`config.mk`:
```
export PLATFORM = sky130hd
export DESIGN_NAME = sensor_output_stage
export DESIGN_NICKNAME = d
export VERILOG_FILES = /design/src/sensor_output_pkg.sv /design/src/density_modulator.sv /design/src/sensor_output_stage.sv
export SDC_FILE = /design/constraint.sdc
export NUM_CORES = 1
export LEC_CHECK = 0
export BUFFER_PORTS_ARGS = -buffer_cell sky130_fd_sc_hd__buf_2
export CAP_MARGIN = 20
export CORE_MARGIN = 1
export CORE_UTILIZATION = 40
export CTS_CLUSTER_SIZE = 8
export DETAILED_ROUTE_END_ITERATION = 10
export SYNTH_ARGS = -nofsm -noshare
export SYNTH_HDL_FRONTEND = slang
export SYNTH_HIERARCHICAL = 1
export SYNTH_SLANG_ARGS = --single-unit
```
`constraint.sdc`:
```
create_clock -name clk_in -period 5.85 [get_ports clk_in]
set_clock_uncertainty 0.15 [all_clocks]
set_input_delay 0.8775 -clock clk_in [delete_from_list [all_inputs] [get_ports clk_in]]
set_output_delay 0.8775 -clock clk_in [all_outputs]
set_load 0.005 [all_outputs]
```
`src/sensor_output_pkg.sv`:
```
// constants shared by the sensor output stage and its density modulator
package sensor_output_pkg;
  // bit positions in configuration word 02
  localparam int unsigned CFG_DENSITY_EN_BIT = 9;
  localparam int unsigned CFG_ADDR_MSB       = 6;
  localparam int unsigned CFG_ADDR_LSB       = 0;
  // status byte bit positions
  localparam int unsigned ST_ZERO_BIT  = 7;
  localparam int unsigned ST_POWER_BIT = 6;
  localparam int unsigned ST_BUSY_BIT  = 5;
  localparam int unsigned ST_MODE_MSB  = 4;
  localparam int unsigned ST_MODE_LSB  = 3;
  localparam int unsigned ST_MEMERR_BIT = 2;
  localparam int unsigned ST_OVF_BIT   = 1;
  localparam int unsigned ST_SAT_BIT   = 0;
  // operating mode codes reported in status bits 4:3
  localparam logic [1:0] MODE_NORMAL  = 2'h0;
  localparam logic [1:0] MODE_COMMAND = 2'h1;
  localparam logic [1:0] MODE_TEST    = 2'h2;
  // kind of the result that completes the current command
  localparam logic [1:0] KIND_NONMEAS = 2'h0;
  localparam logic [1:0] KIND_COMP    = 2'h1;
  localparam logic [1:0] KIND_RAW_CAP = 2'h2;
  localparam logic [1:0] KIND_RAW_TMP = 2'h3;
  // result word: sensor word then temperature word, 24 bits each
  localparam int unsigned RESULT_W    = 48;
  localparam int unsigned RESULT_BYTES = 6;
  localparam int unsigned DENSITY_W   = 16;
  localparam int unsigned RES_SENS_MSB = 47;
  // command bytes kept per write, high-speed mode sends three
  localparam int unsigned CMD_MAX_BYTES = 3;
  // modulator update divider: 125 MHz / 8
  localparam int unsigned DENSITY_DIV = 8;
  localparam int unsigned DIV_W = 3;
endpackage

```
`src/density_modulator.sv`:
```
// first-order sigma-delta pulse-density modulator
`timescale 1ns/1ps
module density_modulator (
  // clock and reset
  input  wire logic        clk_in,
  input  wire logic        rst_in,
  // control
  input  wire logic        enable_in,
  input  wire logic [15:0] target_in,
  // stream
  output logic             density_out
);

  logic [2:0]  div_r;
  logic        tick;
  logic [15:0] acc_r;
  logic [16:0] sum;

  assign tick = (div_r ==
    3'(sensor_output_pkg::DENSITY_DIV - 1));
  assign sum = {1'b0, acc_r} + {1'b0, target_in};

  always_ff @(posedge clk_in) begin
    if (rst_in || !enable_in) begin
      div_r <= 3'h0;
    end else if (tick) begin
      div_r <= 3'h0;
    end else begin
      div_r <= div_r + 3'h1;
    end
  end

  // carry of the accumulator is the density bit
  always_ff @(posedge clk_in) begin
    if (rst_in || !enable_in) begin
      acc_r       <= 16'h0000;
      density_out <= 1'b0;
    end else if (tick) begin
      acc_r       <= sum[15:0];
      density_out <= sum[16];
    end
  end

  a_idle_low: assert property (
    @(posedge clk_in) disable iff (rst_in)
    !enable_in |=> !density_out)
    else $error("density output active while disabled");

  a_full_scale: assert property (
    @(posedge clk_in) disable iff (rst_in)
    (enable_in && tick && target_in == 16'hFFFF && acc_r != 16'h0000)
    |=> density_out)
    else $error("full scale target gave no pulse");

endmodule

```
`src/sensor_output_stage.sv`:
```
// bus slave port and density output of the sensor conditioner
// Function
// - density output runs only in cyclic mode; sleep is held off then
// - config word 02 bit 9 enables density stream, started after reset
// - density stream carries only compensated sensor result, sigma-delta
// - modulator input is a 16-bit word
// - slave address loaded from config word 02 bits 6:0 after reset
// - every read answers status byte then last command's data
// - repeated reads give same data; new command clears held data
// - status bit 7 reads zero
// - status bit 6 reads one while powered
// - status bit 5 shows busy; commands received while busy dropped
// - status bits 4:3 give operating mode
// - status bit 2 shows failed memory integrity check
// - status bit 1 flags capacitive overflow, never for temperature
// - status bit 0 flags saturation of measurement, else zero
// - seven-bit addressing only, ten-bit not recognised
// - status may be read any time; master waits for busy clear
// - command codes identical on every interface
// - bus clock from 0.1 to 3.4 MHz supported
// - measure result is 24-bit sensor then 24-bit temperature word
`timescale 1ns/1ps
module sensor_output_stage (
  // clock and reset
  input  wire logic        clk_in,
  input  wire logic        rst_in,
  // bus pins
  input  wire logic        scl_in,
  input  wire logic        sda_in,
  output logic             sda_out,
  output logic             sda_oe_n_out,
  // configuration memory
  input  wire logic [15:0] config_word_in,
  input  wire logic        mem_error_in,
  // measurement core
  input  wire logic [1:0]  mode_in,
  input  wire logic        cyclic_active_in,
  input  wire logic        result_valid_in,
  input  wire logic [47:0] result_data_in,
  input  wire logic [1:0]  result_kind_in,
  input  wire logic        adc_overflow_in,
  input  wire logic        math_sat_in,
  // command to the core
  output logic             cmd_valid_out,
  output logic [7:0]       cmd_code_out,
  output logic [15:0]      cmd_arg_out,
  output logic [1:0]       cmd_len_out,
  // power and density output
  output logic             no_sleep_out,
  output logic             density_out
);

  typedef enum logic [2:0] {
    S_IDLE, S_ADDR, S_ADDR_ACK, S_WR_BYTE, S_WR_ACK, S_RD_BYTE, S_RD_ACK
  } bus_state_t;
  bus_state_t  state_r;
  logic [1:0]  scl_sync_r;
  logic [1:0]  sda_sync_r;
  logic        scl_d_r;
  logic        sda_d_r;
  logic        scl_rise;
  logic        scl_fall;
  logic        start_det;
  logic        stop_det;
  logic        cfg_done_r;
  logic [6:0]  slave_addr_r;
  logic        density_en_r;
  logic [7:0]  rx_sh_r;
  logic [7:0]  tx_sh_r;
  logic [3:0]  bit_cnt_r;
  logic        rd_dir_r;
  logic [1:0]  wr_cnt_r;
  logic [23:0] wr_bytes_r;
  logic [2:0]  rd_idx_r;
  logic        busy_r;
  logic        ovf_r;
  logic        sat_r;
  logic [47:0] result_r;
  logic [15:0] target_r;
  logic [7:0]  status_byte;
  logic        drive_low;
  logic        density_run;

  // pins come from the master's clock: two flops before use
  always_ff @(posedge clk_in) begin
    if (rst_in) begin
      scl_sync_r <= 2'h3;
      sda_sync_r <= 2'h3;
      scl_d_r    <= 1'b1;
      sda_d_r    <= 1'b1;
    end else begin
      scl_sync_r <= {scl_sync_r[0], scl_in};
      sda_sync_r <= {sda_sync_r[0], sda_in};
      scl_d_r    <= scl_sync_r[1];
      sda_d_r    <= sda_sync_r[1];
    end
  end

  // 8 ns sampling keeps margin at a 3.4 MHz bus clock
  assign scl_rise  = scl_sync_r[1] && !scl_d_r;
  assign scl_fall  = !scl_sync_r[1] && scl_d_r;
  assign start_det = scl_sync_r[1] && scl_d_r && sda_d_r
                     && !sda_sync_r[1];
  assign stop_det  = scl_sync_r[1] && scl_d_r && !sda_d_r
                     && sda_sync_r[1];

  // configuration is caught once, the cycle after reset release
  always_ff @(posedge clk_in) begin
    if (rst_in) begin
      cfg_done_r   <= 1'b0;
      slave_addr_r <= 7'h00;
      density_en_r <= 1'b0;
    end else if (!cfg_done_r) begin
      cfg_done_r   <= 1'b1;
      slave_addr_r <= config_word_in[sensor_output_pkg::CFG_ADDR_MSB:
                                     sensor_output_pkg::CFG_ADDR_LSB];
      density_en_r <=
        config_word_in[sensor_output_pkg::CFG_DENSITY_EN_BIT];
    end
  end

  // status byte built live so a read always shows current state
  always_comb begin
    status_byte = 8'h00;
    status_byte[sensor_output_pkg::ST_ZERO_BIT]  = 1'b0;
    status_byte[sensor_output_pkg::ST_POWER_BIT] = 1'b1;
    status_byte[sensor_output_pkg::ST_BUSY_BIT]  = busy_r;
    status_byte[sensor_output_pkg::ST_MODE_MSB:
                sensor_output_pkg::ST_MODE_LSB]  = mode_in;
    status_byte[sensor_output_pkg::ST_MEMERR_BIT] = mem_error_in;
    status_byte[sensor_output_pkg::ST_OVF_BIT]   = ovf_r;
    status_byte[sensor_output_pkg::ST_SAT_BIT]   = sat_r;
  end

  function automatic logic [7:0] resp_byte(input logic [2:0] idx,
                                           input logic [7:0] st,
                                           input logic [47:0] res);
    logic [7:0] b;
    b = 8'h00;
    if (idx == 3'h0) begin
      b = st;
    end else if (idx <= 3'(sensor_output_pkg::RESULT_BYTES)) begin
      b = res[8'(sensor_output_pkg::RES_SENS_MSB) - 8'(idx - 3'h1) * 8'h08
              -: 8];
    end
    return b;
  endfunction

  // bus state machine, moves only on detected pin events
  always_ff @(posedge clk_in) begin
    if (rst_in) begin
      state_r   <= S_IDLE;
      bit_cnt_r <= 4'h0;
      rx_sh_r   <= 8'h00;
      tx_sh_r   <= 8'h00;
      rd_dir_r  <= 1'b0;
      wr_cnt_r  <= 2'h0;
      wr_bytes_r <= 24'h000000;
      rd_idx_r  <= 3'h0;
    end else if (start_det) begin
      state_r   <= S_ADDR;
      bit_cnt_r <= 4'h0;
      wr_cnt_r  <= 2'h0;
      rd_idx_r  <= 3'h0;
    end else if (stop_det) begin
      state_r <= S_IDLE;
    end else if (scl_rise) begin
      if (state_r == S_ADDR || state_r == S_WR_BYTE) begin
        rx_sh_r   <= {rx_sh_r[6:0], sda_sync_r[1]};
        bit_cnt_r <= bit_cnt_r + 4'h1;
      end else if (state_r == S_RD_BYTE) begin
        bit_cnt_r <= bit_cnt_r + 4'h1;
      end else if (state_r == S_RD_ACK) begin
        // master nack ends the answer
        if (sda_sync_r[1]) begin
          state_r <= S_IDLE;
        end
      end
    end else if (scl_fall) begin
      case (state_r)
        S_ADDR: begin
          if (bit_cnt_r == 4'h8) begin
            // exact seven-bit match; ten-bit headers match only if the address is 7'h78 to 7'h7B
            if (rx_sh_r[7:1] == slave_addr_r && cfg_done_r) begin
              state_r  <= S_ADDR_ACK;
              rd_dir_r <= rx_sh_r[0];
            end else begin
              state_r <= S_IDLE;
            end
          end
        end
        S_ADDR_ACK: begin
          bit_cnt_r <= 4'h0;
          if (rd_dir_r) begin
            state_r  <= S_RD_BYTE;
            tx_sh_r  <= resp_byte(3'h0, status_byte, result_r);
            rd_idx_r <= 3'h1;
          end else begin
            state_r <= S_WR_BYTE;
          end
        end
        S_WR_BYTE: begin
          if (bit_cnt_r == 4'h8) begin
            state_r <= S_WR_ACK;
            // bytes past the third are acknowledged and dropped
            if (wr_cnt_r < 2'(sensor_output_pkg::CMD_MAX_BYTES)) begin
              wr_bytes_r <= {wr_bytes_r[15:0], rx_sh_r};
              wr_cnt_r   <= wr_cnt_r + 2'h1;
            end
          end
        end
        S_WR_ACK: begin
          state_r   <= S_WR_BYTE;
          bit_cnt_r <= 4'h0;
        end
        S_RD_BYTE: begin
          if (bit_cnt_r == 4'h8) begin
            state_r <= S_RD_ACK;
          end else begin
            tx_sh_r <= {tx_sh_r[6:0], 1'b0};
          end
        end
        S_RD_ACK: begin
          state_r   <= S_RD_BYTE;
          bit_cnt_r <= 4'h0;
          tx_sh_r   <= resp_byte(rd_idx_r, status_byte, result_r);
          if (rd_idx_r != 3'h7) begin
            rd_idx_r <= rd_idx_r + 3'h1;
          end
        end
        default: begin
          state_r <= S_IDLE;
        end
      endcase
    end
  end

  // open-drain pin: only ever pulled low, output enable active low
  assign drive_low = (state_r == S_ADDR_ACK) || (state_r == S_WR_ACK)
                     || (state_r == S_RD_BYTE && !tx_sh_r[7]);
  always_ff @(posedge clk_in) begin
    if (rst_in) begin
      sda_oe_n_out <= 1'b1;
    end else begin
      sda_oe_n_out <= !drive_low;
    end
  end
  assign sda_out = 1'b0;

  // command leaves at stop; while busy it is dropped, not queued
  always_ff @(posedge clk_in) begin
    if (rst_in) begin
      cmd_valid_out <= 1'b0;
      cmd_code_out  <= 8'h00;
      cmd_arg_out   <= 16'h0000;
      cmd_len_out   <= 2'h0;
    end else begin
      cmd_valid_out <= 1'b0;
      if (stop_det && state_r == S_WR_BYTE && wr_cnt_r != 2'h0
          && !busy_r) begin
        cmd_valid_out <= 1'b1;
        cmd_len_out   <= wr_cnt_r;
        // code passed unchanged, same set as any other interface
        if (wr_cnt_r == 2'h1) begin
          cmd_code_out <= wr_bytes_r[7:0];
          cmd_arg_out  <= 16'h0000;
        end else if (wr_cnt_r == 2'h2) begin
          cmd_code_out <= wr_bytes_r[15:8];
          cmd_arg_out  <= {wr_bytes_r[7:0], 8'h00};
        end else begin
          cmd_code_out <= wr_bytes_r[23:16];
          cmd_arg_out  <= wr_bytes_r[15:0];
        end
      end
    end
  end

  // result store and status flags
  always_ff @(posedge clk_in) begin
    if (rst_in) begin
      busy_r   <= 1'b0;
      result_r <= 48'h000000000000;
      ovf_r    <= 1'b0;
      sat_r    <= 1'b0;
    end else if (cmd_valid_out) begin
      busy_r   <= 1'b1;
      result_r <= 48'h000000000000;
      ovf_r    <= 1'b0;
      sat_r    <= 1'b0;
    end else if (result_valid_in && busy_r) begin
      busy_r   <= 1'b0;
      result_r <= result_data_in;
      ovf_r    <= adc_overflow_in &&
                  (result_kind_in == sensor_output_pkg::KIND_COMP ||
                   result_kind_in == sensor_output_pkg::KIND_RAW_CAP);
      sat_r    <= math_sat_in &&
                  (result_kind_in != sensor_output_pkg::KIND_NONMEAS);
    end
  end

  // cyclic results arrive without a command and still feed the stream
  always_ff @(posedge clk_in) begin
    if (rst_in) begin
      target_r <= 16'h0000;
    end else if (result_valid_in &&
                 result_kind_in == sensor_output_pkg::KIND_COMP) begin
      target_r <= result_data_in[sensor_output_pkg::RES_SENS_MSB -:
                                 sensor_output_pkg::DENSITY_W];
    end
  end

  assign density_run  = density_en_r && cyclic_active_in;
  assign no_sleep_out = density_run;

  density_modulator u_density (
    .clk_in      (clk_in),
    .rst_in      (rst_in),
    .enable_in   (density_run),
    .target_in   (target_r),
    .density_out (density_out)
  );

  a_status_fixed: assert property (
    @(posedge clk_in) disable iff (rst_in)
    (scl_fall && state_r == S_ADDR_ACK && rd_dir_r) |=> tx_sh_r[7:6] == 2'h1)
    else $error("status top bits wrong");
  a_addr_loaded: assert property (
    @(posedge clk_in) disable iff (rst_in)
    $rose(cfg_done_r) |-> slave_addr_r == $past(config_word_in[6:0]))
    else $error("slave address not loaded");
  a_cmd_sets_busy: assert property (
    @(posedge clk_in) disable iff (rst_in)
    cmd_valid_out |-> !$past(busy_r) ##1 busy_r)
    else $error("command taken while busy");
  a_cmd_clears_data: assert property (
    @(posedge clk_in) disable iff (rst_in)
    cmd_valid_out |=> result_r == 48'h000000000000 && !sat_r)
    else $error("old data survived a command");
  a_result_held: assert property (
    @(posedge clk_in) disable iff (rst_in)
    (result_valid_in && busy_r && !cmd_valid_out) |=>
      result_r == $past(result_data_in) && !busy_r)
    else $error("result not stored");
  a_temp_no_ovf: assert property (
    @(posedge clk_in) disable iff (rst_in)
    (result_valid_in && busy_r && !cmd_valid_out &&
     result_kind_in == sensor_output_pkg::KIND_RAW_TMP) |=> !ovf_r)
    else $error("overflow set by temperature");
  a_nonmeas_no_sat: assert property (
    @(posedge clk_in) disable iff (rst_in)
    (result_valid_in && busy_r && !cmd_valid_out &&
     result_kind_in == sensor_output_pkg::KIND_NONMEAS) |=> !sat_r)
    else $error("saturation set by non-measurement");
  a_target_update: assert property (
    @(posedge clk_in) disable iff (rst_in)
    (result_valid_in && result_kind_in == sensor_output_pkg::KIND_COMP)
    |=> target_r == $past(result_data_in[47:32]))
    else $error("density target not updated");
  a_start_addr: assert property (
    @(posedge clk_in) disable iff (rst_in)
    start_det |=> state_r == S_ADDR && bit_cnt_r == 4'h0)
    else $error("start not recognised");
endmodule

```
==> metrics.txt, run 1 <==
met3 WL 748 µm; wire per inst 14.7 µm; Root Buffer clkbuf_16; Int Pwr 0.00193 W; Reg power frac 50.1%; CTS resizes 0; commonest cells in the netlist 200 x nand2_1, 183 x dfxtp_1, 126 x a21oi_1; Yosys top cell area share 41.6%; Residual DRC 0; sequential area share after synthesis 41.6%; Main synth FF type dfxtp_1; Tmin final 3.64 ns; Peak supply drop 205 µV; post-synth top area cell dfxtp_1; ANT nets after route 0; Final Hold Fails 0; main area contributors after synthesis dfxtp_1 42%, mux2i_1 10%, nand2_1 8.5%; initial antenna violation count 0; post-synthesis net count 1176; setup TNS 0 ns; Post-synth ARST share 0%; cell row count 53; RePlAce Congestion 0.806; xor and xnor area share after synthesis 1.49%; Syn Std Cell Area 8810 µm²; Slew Viols, Final 0; largest net degree at the start of global routing 72; CP Launch Type flop; Synth Warn # 6; H-tree lvl count 4; grt ovf 0; min-delay src scl_sync_r[0]; top sig layer met4; critical path required time 6.06 ns; status completed; Comb pwr share 3.6%; die height 150 µm; GRT Resource Usage Total 18.9%; clock share of power 46.3%; Hold Buf Count CTS 0; Final Util 46.8%; Die X-Extent 150 µm; Worst R2R End tx_sh_r[0]; io pins 108; clock insertion delay at the later pin of the skew report 0.43 ns; Psw 0.000589 W; worst-margin pin slew 0.975 ns; Pwr Total 0.00252 W; library cells used by synthesis 71; Clock Sinks 183; vias per cell 5.26; Core Box Area 21300 µm²; detailed-route via count 7392; WL final 20.7 mm; Hold EP scl_sync_r[1]; Hold WC Path Type flop to flop; fraction of final layout cells sized beyond drive strength 1 13.9%; met1 wire length 10.0 mm; Num CTS Buffers 17; Slew headroom 35.0%; final net count 1229; static leakage power 3.67 nW; Clk pin slew, worst setup/hold paths 0.07 ns; number of global-route vias before repair 6773; Critical Path AT 3.85 ns; FF-to-FF setup slack 2.21 ns; worst-case clock buffer depth 2; global-route wire length before repair 33.8 mm; Post-synth EDFFs 0; largest family of logic cells by synthesized area simple AND/OR/NAND/NOR gates; Area Growth Syn to Fin 13.2%; Setup CP Type flop to flop; worst-case reg-to-reg path depth 9; DP Wirelength 14.4 mm; average cell area after synthesis 8.29 µm²; Port Buffers 98; drt initial violations 484; RSZ-0062 raised after global routing no; post-synthesis compound-gate area fraction 15.5%; crit path capture type flop; CP Max Fanout 17; Post-Synthesis Cells 1063; wire length on met2 9.66 mm; crit share post-route 62.2%; Crit Reg-Reg Startpoint rd_idx_r[0]; Synth Area in Adders 5.20%; Synth Area in Simple Gates 21.3%; die area 22600 µm²; postcts setup bufs 0; Synth Register Bits 183; CTS tree done; final setup vio count 0; DR pass1 iterations 5; max frequency 0.275 GHz; hold depth 1; Diodes inserted 0; post-synthesis mux area share 10.4%; most frequent cell after synthesis nand2_1; Sw Share 23.3%; max cap viols 0; Pwr Density 253 nW/µm²; Initial Utilization 41.4%
==> cell families (layout without fill, tap and decap cells) <==
kind of cell	Yosys count	count (layout)
multiplexers	91	91
AO/OA/AOI/OAI	232	232
other	1	1
XOR/XNOR	15	15
flip-flops	183	183
buffers and inverters	91	157
adder cells (fa/ha/maj)	36	36
AND/OR/NAND/NOR	414	414
==> worst max-delay path, stage by stage (launching register included) <==
cell and delay [ns]:
dfxtp_1 0.83, inv_1 0.19, ha_1 0.45, inv_1 0.07
ha_1 0.85, nand2b_1 0.36, o22a_1 0.29, o21ai_0 0.10
a22oi_1 0.12, a21oi_1 0.14
==> worst max path at each step <==
stage                startpoint          to  slack (ns)  depth (start not counted)
floorplan           rd_idx_r[0]  tx_sh_r[0]        3.04                         12
global placement    rd_idx_r[0]  tx_sh_r[6]        2.33                          9
detailed placement  rd_idx_r[0]  tx_sh_r[6]        2.20                          9
CTS                 rd_idx_r[0]  tx_sh_r[6]        2.20                          9
global route        rd_idx_r[0]  tx_sh_r[0]        1.92                          9
finish              rd_idx_r[0]  tx_sh_r[0]        2.21                          9
==> cell type report <==
class	count	area [µm²]
Clock inverter	13	161
Sequential cell	183	3660
Inverter	20	75.1
Clock buffer	19	433
Tap cell	275	344
Multi-Input combinational cell	789	4750
Timing Repair Buffer	105	543
Fill cell	2141	11300
==> layer usage <==
layer / vias to the layer above / global-route usage [%]
li1: 3788 / -
met1: 3458 / 25.5
met2: 129 / 30.8
met3: 17 / 3.30
met4: 0 / 5.40
met5: - / 0
==> stage by stage <==
| step | area, µm² | hold slack (ns) | std cells | worst slack (ns) |
|---|---|---|---|---|
| global placement | 9380 | 0.244 | 1372 | 2.33 |
| floorplan | 8810 | 0.239 | 1063 | 3.04 |
| CTS | 9970 | 0.262 | 1404 | 2.20 |
| global route | 9970 | 0.275 | 1404 | 1.92 |
| finish | 9970 | 0.259 | 1404 | 2.21 |
| detailed placement | 9380 | 0.245 | 1372 | 2.20 |
==> flip-flops by register name (all words and copies together), names as in the netlist, 2 cells and up <==
signal           cells
result_r            48
wr_bytes_r          24
cmd_arg_out         16
target_r            16
u_density/acc_r     16
cmd_code_out         8
rx_sh_r              8
tx_sh_r              8
slave_addr_r         7
bit_cnt_r            4
rd_idx_r             3
state_r              3
u_density/div_r      3
cmd_len_out          2
scl_sync_r           2
sda_sync_r           2
wr_cnt_r             2
==> power groups by stage <==
stage                     Combinational (W)  Sequential [W]  Clock [W]
final                             0.0000907         0.00126    0.00117
after global routing               0.000102         0.00127    0.00125
after CTS                         0.0000918         0.00126    0.00120
after detailed placement          0.0000913         0.00129          0
after global placement            0.0000907         0.00129          0
after floorplan                   0.0000551         0.00129          0
==> placed cells by master (no fill, tap or decap), types with 3 or more instances in the layout <==
| cell type | instances |
|---|---|
| nand2_1 | 200 |
| dfxtp_1 | 183 |
| a21oi_1 | 126 |
| buf_2 | 98 |
| mux2i_1 | 90 |
| nor2_1 | 88 |
| o21ai_0 | 36 |
| ha_1 | 35 |
| nand3_1 | 30 |
| inv_1 | 20 |
| clkbuf_16 | 17 |
| nor3_1 | 15 |
| o22ai_1 | 12 |
| xor2_1 | 10 |
| nand2b_1 | 10 |
| nand4_1 | 9 |
| and2_1 | 8 |
| nor2b_1 | 8 |
| and3_1 | 8 |
| a31oi_1 | 7 |
| buf_4 | 7 |
| or2_2 | 6 |
| a21o_1 | 6 |
| a211oi_1 | 6 |
| o211ai_1 | 6 |
| nand3b_1 | 5 |
| xnor2_1 | 5 |
| or4_1 | 4 |
| or3_1 | 4 |
| inv_6 | 4 |
| o21a_1 | 4 |
| a22oi_1 | 3 |
| and4_1 | 3 |
| nor3_2 | 3 |
| clkinvlp_4 | 3 |
| a211o_1 | 3 |
Note: power is estimated with default switching activity, not from simulation.
==> run 2: changes to the inputs <==
Clock period 5.85 ns to 3.6 ns, I/O delays scaled along.
==> metrics.txt, run 2 (synthesis results as in run 1) <==
critical path required time 3.77 ns; Worst R2R End u_density/density_out; CTS resizes 0; worst-case clock buffer depth 2; Final Hold Fails 0; initial antenna violation count 0; Setup CP Type flop to flop; Area Growth Syn to Fin 14.1%; crit path capture type flop; io pins 108; fraction of final layout cells sized beyond drive strength 1 14.7%; Core Box Area 21300 µm²; commonest non-fill, non-tap cell in the layout nand2_1; drt initial violations 330; global-route wire length before repair 33.6 mm; ANT nets after route 0; Biggest register result_r; Port Buffers 98; final setup vio count 0; most used routing layer met2; largest registers result_r (48), wr_bytes_r (24); Tmin final 2.80 ns; static leakage power 3.74 nW; GRT Resource Usage Total 18.8%; CP Launch Type flop; fillers 2122; Setup WS pre-CTS 0.856 ns; Critical Path Stages 7; Hold Buf Count CTS 0; CP delay by family, top compound AO/OA/AOI/OAI gates; number of global-route vias before repair 6740; final net count 1238; Slew headroom 34.3%; final worst slack 0.800 ns; DP Wirelength 14.5 mm; max frequency 0.357 GHz; Die X-Extent 150 µm; vias per cell 5.22; setup TNS 0 ns; Clock Sinks 183; crit path cell chain ha_1 > fa_1 > a21oi_1 > o211ai_1 > a2111oi_1 > nor3_1 > o221a_2; worst-case reg-to-reg path depth 7; WL final 20.6 mm; clock insertion delay at the later pin of the skew report 0.43 ns; Global Route met1 Usage 25.2%; CP Max Fanout 5; met3 Use GR 4.48%; Critical path origin target_r[0]; die height 150 µm; Slew Viols, Final 0; WP buf/inv 0; die area 22600 µm²; Crit Reg-Reg Startpoint target_r[0]; Root Buffer clkbuf_16; crit share post-route 77.8%; area post-placement 9440 µm²; max reg flops 48; worst-margin pin slew 0.985 ns; RePlAce Congestion 0.849; Num CTS Buffers 17; Peak supply drop 288 µV; wire per inst 14.6 µm; Hold WC Path Type input port to flop; hold depth 2; Clk pin slew, worst setup/hold paths 0.07 ns; Residual DRC 0; Critical Path AT 2.97 ns; GR Layer Usage met2 30.3%; CTS tree done; post-route cell area 10100 µm²; H-tree lvl count 4; Worst path max stage delay 0.63 ns; detailed-route via count 7365; Diodes inserted 0; postcts setup bufs 0; slowest CP cell a2111oi_1; DR pass1 iterations 5; max cap viols 0; FF-to-FF setup slack 0.80 ns; RSZ-0062 raised after global routing no; Final Util 47.2%; largest net degree at the start of global routing 51; cell row count 53; Initial Utilization 41.4%; leading cell types in the layout, fill and taps excluded 200 x nand2_1, 183 x dfxtp_1, 126 x a21oi_1, 98 x buf_2, 90 x mux2i_1; status completed; grt ovf 0; Critical Path Sink u_density/density_out; Pwr Density 406 nW/µm²
[run 2: final cells by class]
class	instances	area (µm²)	area share, %
clock buffers	17	425	4.23
repair buffers	114	631	6.27
clock inverters	14	166	1.66
well taps	275	344	3.42
multi-input cells	789	4750	47.2
flip-flops and latches	183	3660	36.4
inverters	20	75.1	0.747
[run 2: metrics by stage]
stage	hold slack, ns	total power, W	cells
floorplan	0.239	0.00218	1063
detailed placement	0.259	0.00225	1380
finish	0.165	0.00408	1412
CTS	0.160	0.00412	1411
global placement	0.244	0.00225	1380
global route	0.172	0.00422	1412
[run 2: power by group]
part | total, W | internal, W | leakage (nW) | switching [W]
Clock | 0.00188 | 0.000988 | 0.289 | 0.000887
Combinational | 0.000152 | 0.0000595 | 1.97 | 0.0000928
Sequential | 0.00205 | 0.00204 | 1.48 | 0.0000138
[run 2: worst min path at each step]
| stage | startpoint | end |
|---|---|---|
| floorplan | scl_sync_r[0] | scl_sync_r[1] |
| global placement | sda_sync_r[0] | sda_sync_r[1] |
| detailed placement | scl_sync_r[0] | scl_sync_r[1] |
| CTS | scl_in | scl_sync_r[0] |
| global route | scl_in | scl_sync_r[0] |
| finish | scl_in | scl_sync_r[0] |
[run 2: layer usage]
metal	vias up	wire length, µm
li1	3809	-
met1	3426	10200
met2	117	9490
met3	13	771
met4	0	169
met5	-	0
[run 2: worst register-to-register path, delay by kind of cell (launching register included)]
family	cells	cell delay, ns
compound gates	4	1.36
simple gates	1	0.16
fa+ha+maj	2	0.71
flops	1	0.31
==> run 3: changes to the inputs <==
Clock period 3.6 ns to 2.29 ns, I/O delays scaled along.
==> metrics.txt, run 3 (synthesis results as in run 1) <==
status completed; Comb pwr share 4.8%; Hold WC Path Type input port to flop; number of global-route vias before repair 7130; CP delay by family, top compound AO/OA/AOI/OAI gates; worst-margin pin slew 0.976 ns; Reg power frac 50.2%; Initial Utilization 41.4%; Port Buffers 98; top sig layer met4; WL final 21.8 mm; clock insertion delay at the later pin of the skew report 0.44 ns; DR pass1 iterations 5; Pwr Density 593 nW/µm²; Sw Share 25.0%; H-tree lvl count 4; GRT Resource Usage Total 19.7%; Tmin final 2.22 ns; Peak supply drop 434 µV; die height 150 µm; final net count 1314; Worst path max stage delay 0.47 ns; max frequency 0.450 GHz; Area Growth Syn to Fin 22.8%; io pins 108; Critical Path AT 2.39 ns; crit path capture type flop; Root Buffer clkbuf_16; leading cell types in the layout, fill and taps excluded 200 x nand2_1, 180 x dfxtp_1, 124 x a21oi_1, 98 x buf_2, 89 x mux2i_1; Slew headroom 35.0%; Clk pin slew, worst setup/hold paths 0.07 ns; Clock Sinks 183; Final Util 50.8%; CP Max Fanout 2; CP Launch Type flop; final setup vio count 0; vias per cell 5.18; Layout Cells excl Fill 1488; Die X-Extent 150 µm; RePlAce Congestion 0.835; Core Box Area 21300 µm²; initial antenna violation count 0; RSZ-0062 raised after global routing yes; fraction of final layout cells sized beyond drive strength 1 18.0%; die area 22600 µm²; cell row count 53; DP Wirelength 15.3 mm; met1 wire length 10.4 mm; crit path cell chain ha_4 > fa_2 > a21oi_2 > o211ai_1 > a2111oi_2 > nor3_1 > o221a_2; drt initial violations 400; max cap viols 0; Final Hold Fails 0; Residual DRC 0; detailed-route via count 7712; met3 WL 801 µm; critical path required time 2.46 ns; max reg flops 48; Setup CP Type flop to flop; wire per inst 14.6 µm; grt ovf 0; commonest non-fill, non-tap cell in the layout nand2_1; Int Pwr 0.00481 W; Pwr Total 0.00642 W; slowest CP cell a2111oi_2; Slew Viols, Final 0; Psw 0.00161 W; CTS tree done; static leakage power 4.08 nW; ANT nets after route 0; Diodes inserted 0; crit share post-route 97.1%; WP buf/inv 0; Num CTS Buffers 17; wire length on met2 10.5 mm; clock share of power 45.0%; largest registers result_r (48), wr_bytes_r (24); dpl cells 1415; fillers 2075; Biggest register result_r; worst-case clock buffer depth 2; largest net degree at the start of global routing 51; global-route wire length before repair 35.2 mm
## run 3: cell count changes in the layout (fill, tap and decap cells not counted), moves of 2 or more
cell | previous run | this run
a21oi_2 | 1 | 3
buf_12 | 0 | 2
ha_1 | 35 | 30
dfxtp_1 | 183 | 180
buf_4 | 15 | 49
o21ai_1 | 1 | 5
o21ai_0 | 36 | 32
a21oi_1 | 126 | 124
ha_4 | 0 | 4
inv_6 | 1 | 3
dfxtp_2 | 0 | 3
dlygate4sd3_1 | 0 | 41
## run 3: final cells by class
type | instances | area (µm²) | area share [%]
clock buffer | 17 | 425 | 3.93
clock inverter | 14 | 156 | 1.45
inverter | 20 | 80.1 | 0.740
multi-input combinational | 789 | 4830 | 44.7
sequential | 183 | 3670 | 33.9
tap | 275 | 344 | 3.18
timing repair buffer | 190 | 1310 | 12.1
## run 3: power groups by stage
stage | registers, W | clock network (W) | logic [W]
2_1_floorplan | 0.00329 | 0 | 0.000141
3_3_place_gp | 0.00330 | 0 | 0.000253
3_5_place_dp | 0.00330 | 0 | 0.000253
4_1_cts | 0.00322 | 0.00297 | 0.000305
5_1_grt | 0.00322 | 0.00310 | 0.000341
6_report | 0.00322 | 0.00289 | 0.000309
## run 3: metrics by stage
stage | setup WS (ns) | setup TNS, ns | instance area [µm²] | hold WS [ns]
2_1_floorplan | 0.00579 | 0 | 8890 | 0.239
3_3_place_gp | -0.0659 | -0.103 | 9770 | 0.245
3_5_place_dp | -0.0970 | -0.300 | 9770 | 0.243
4_1_cts | 0.0123 | 0 | 10700 | 0.000114
5_1_grt | -0.0289 | -0.0493 | 10800 | 0.00431
6_report | 0.0665 | 0 | 10800 | 0.0120
## run 3: worst paths after layout
check,start,end,slack (ns),cells past startpoint
setup / recovery,u_density/acc_r[0],u_density/density_out,0.07,7
hold / removal,result_data_in[28],result_r[28],0.01,3
setup reg to reg,u_density/acc_r[0],u_density/density_out,0.07,7
hold reg to reg,sda_sync_r[0],sda_sync_r[1],0.26,1
## run 3: timing repair
| action | 4_1_cts | 5_1_grt |
|---|---|---|
| setup buffers | 0 | 1 |
| gates resized for setup | 3 | 12 |
| gates cloned | 0 | 0 |
| hold endpoints to repair | 39 | 2 |
| endpoints found under the setup margin | 9 | 13 |
| pin swaps | 1 | 8 |
| hold buffers | 39 | 2 |
## run 3: per-layer routing
layer / up-vias / track usage, %
li1: 3960 / -
met1: 3593 / 25.8
met2: 144 / 33.4
met3: 15 / 3.73
met4: 0 / 4.09
met5: - / 0
## run 3: worst reg2reg max path, cell delays in order, from the launching register on
cell and delay (ns):
dfxtp_2 0.34, ha_4 0.16, fa_2 0.34, a21oi_2 0.13, o211ai_1 0.17, a2111oi_2 0.47
nor3_1 0.09, o221a_2 0.26
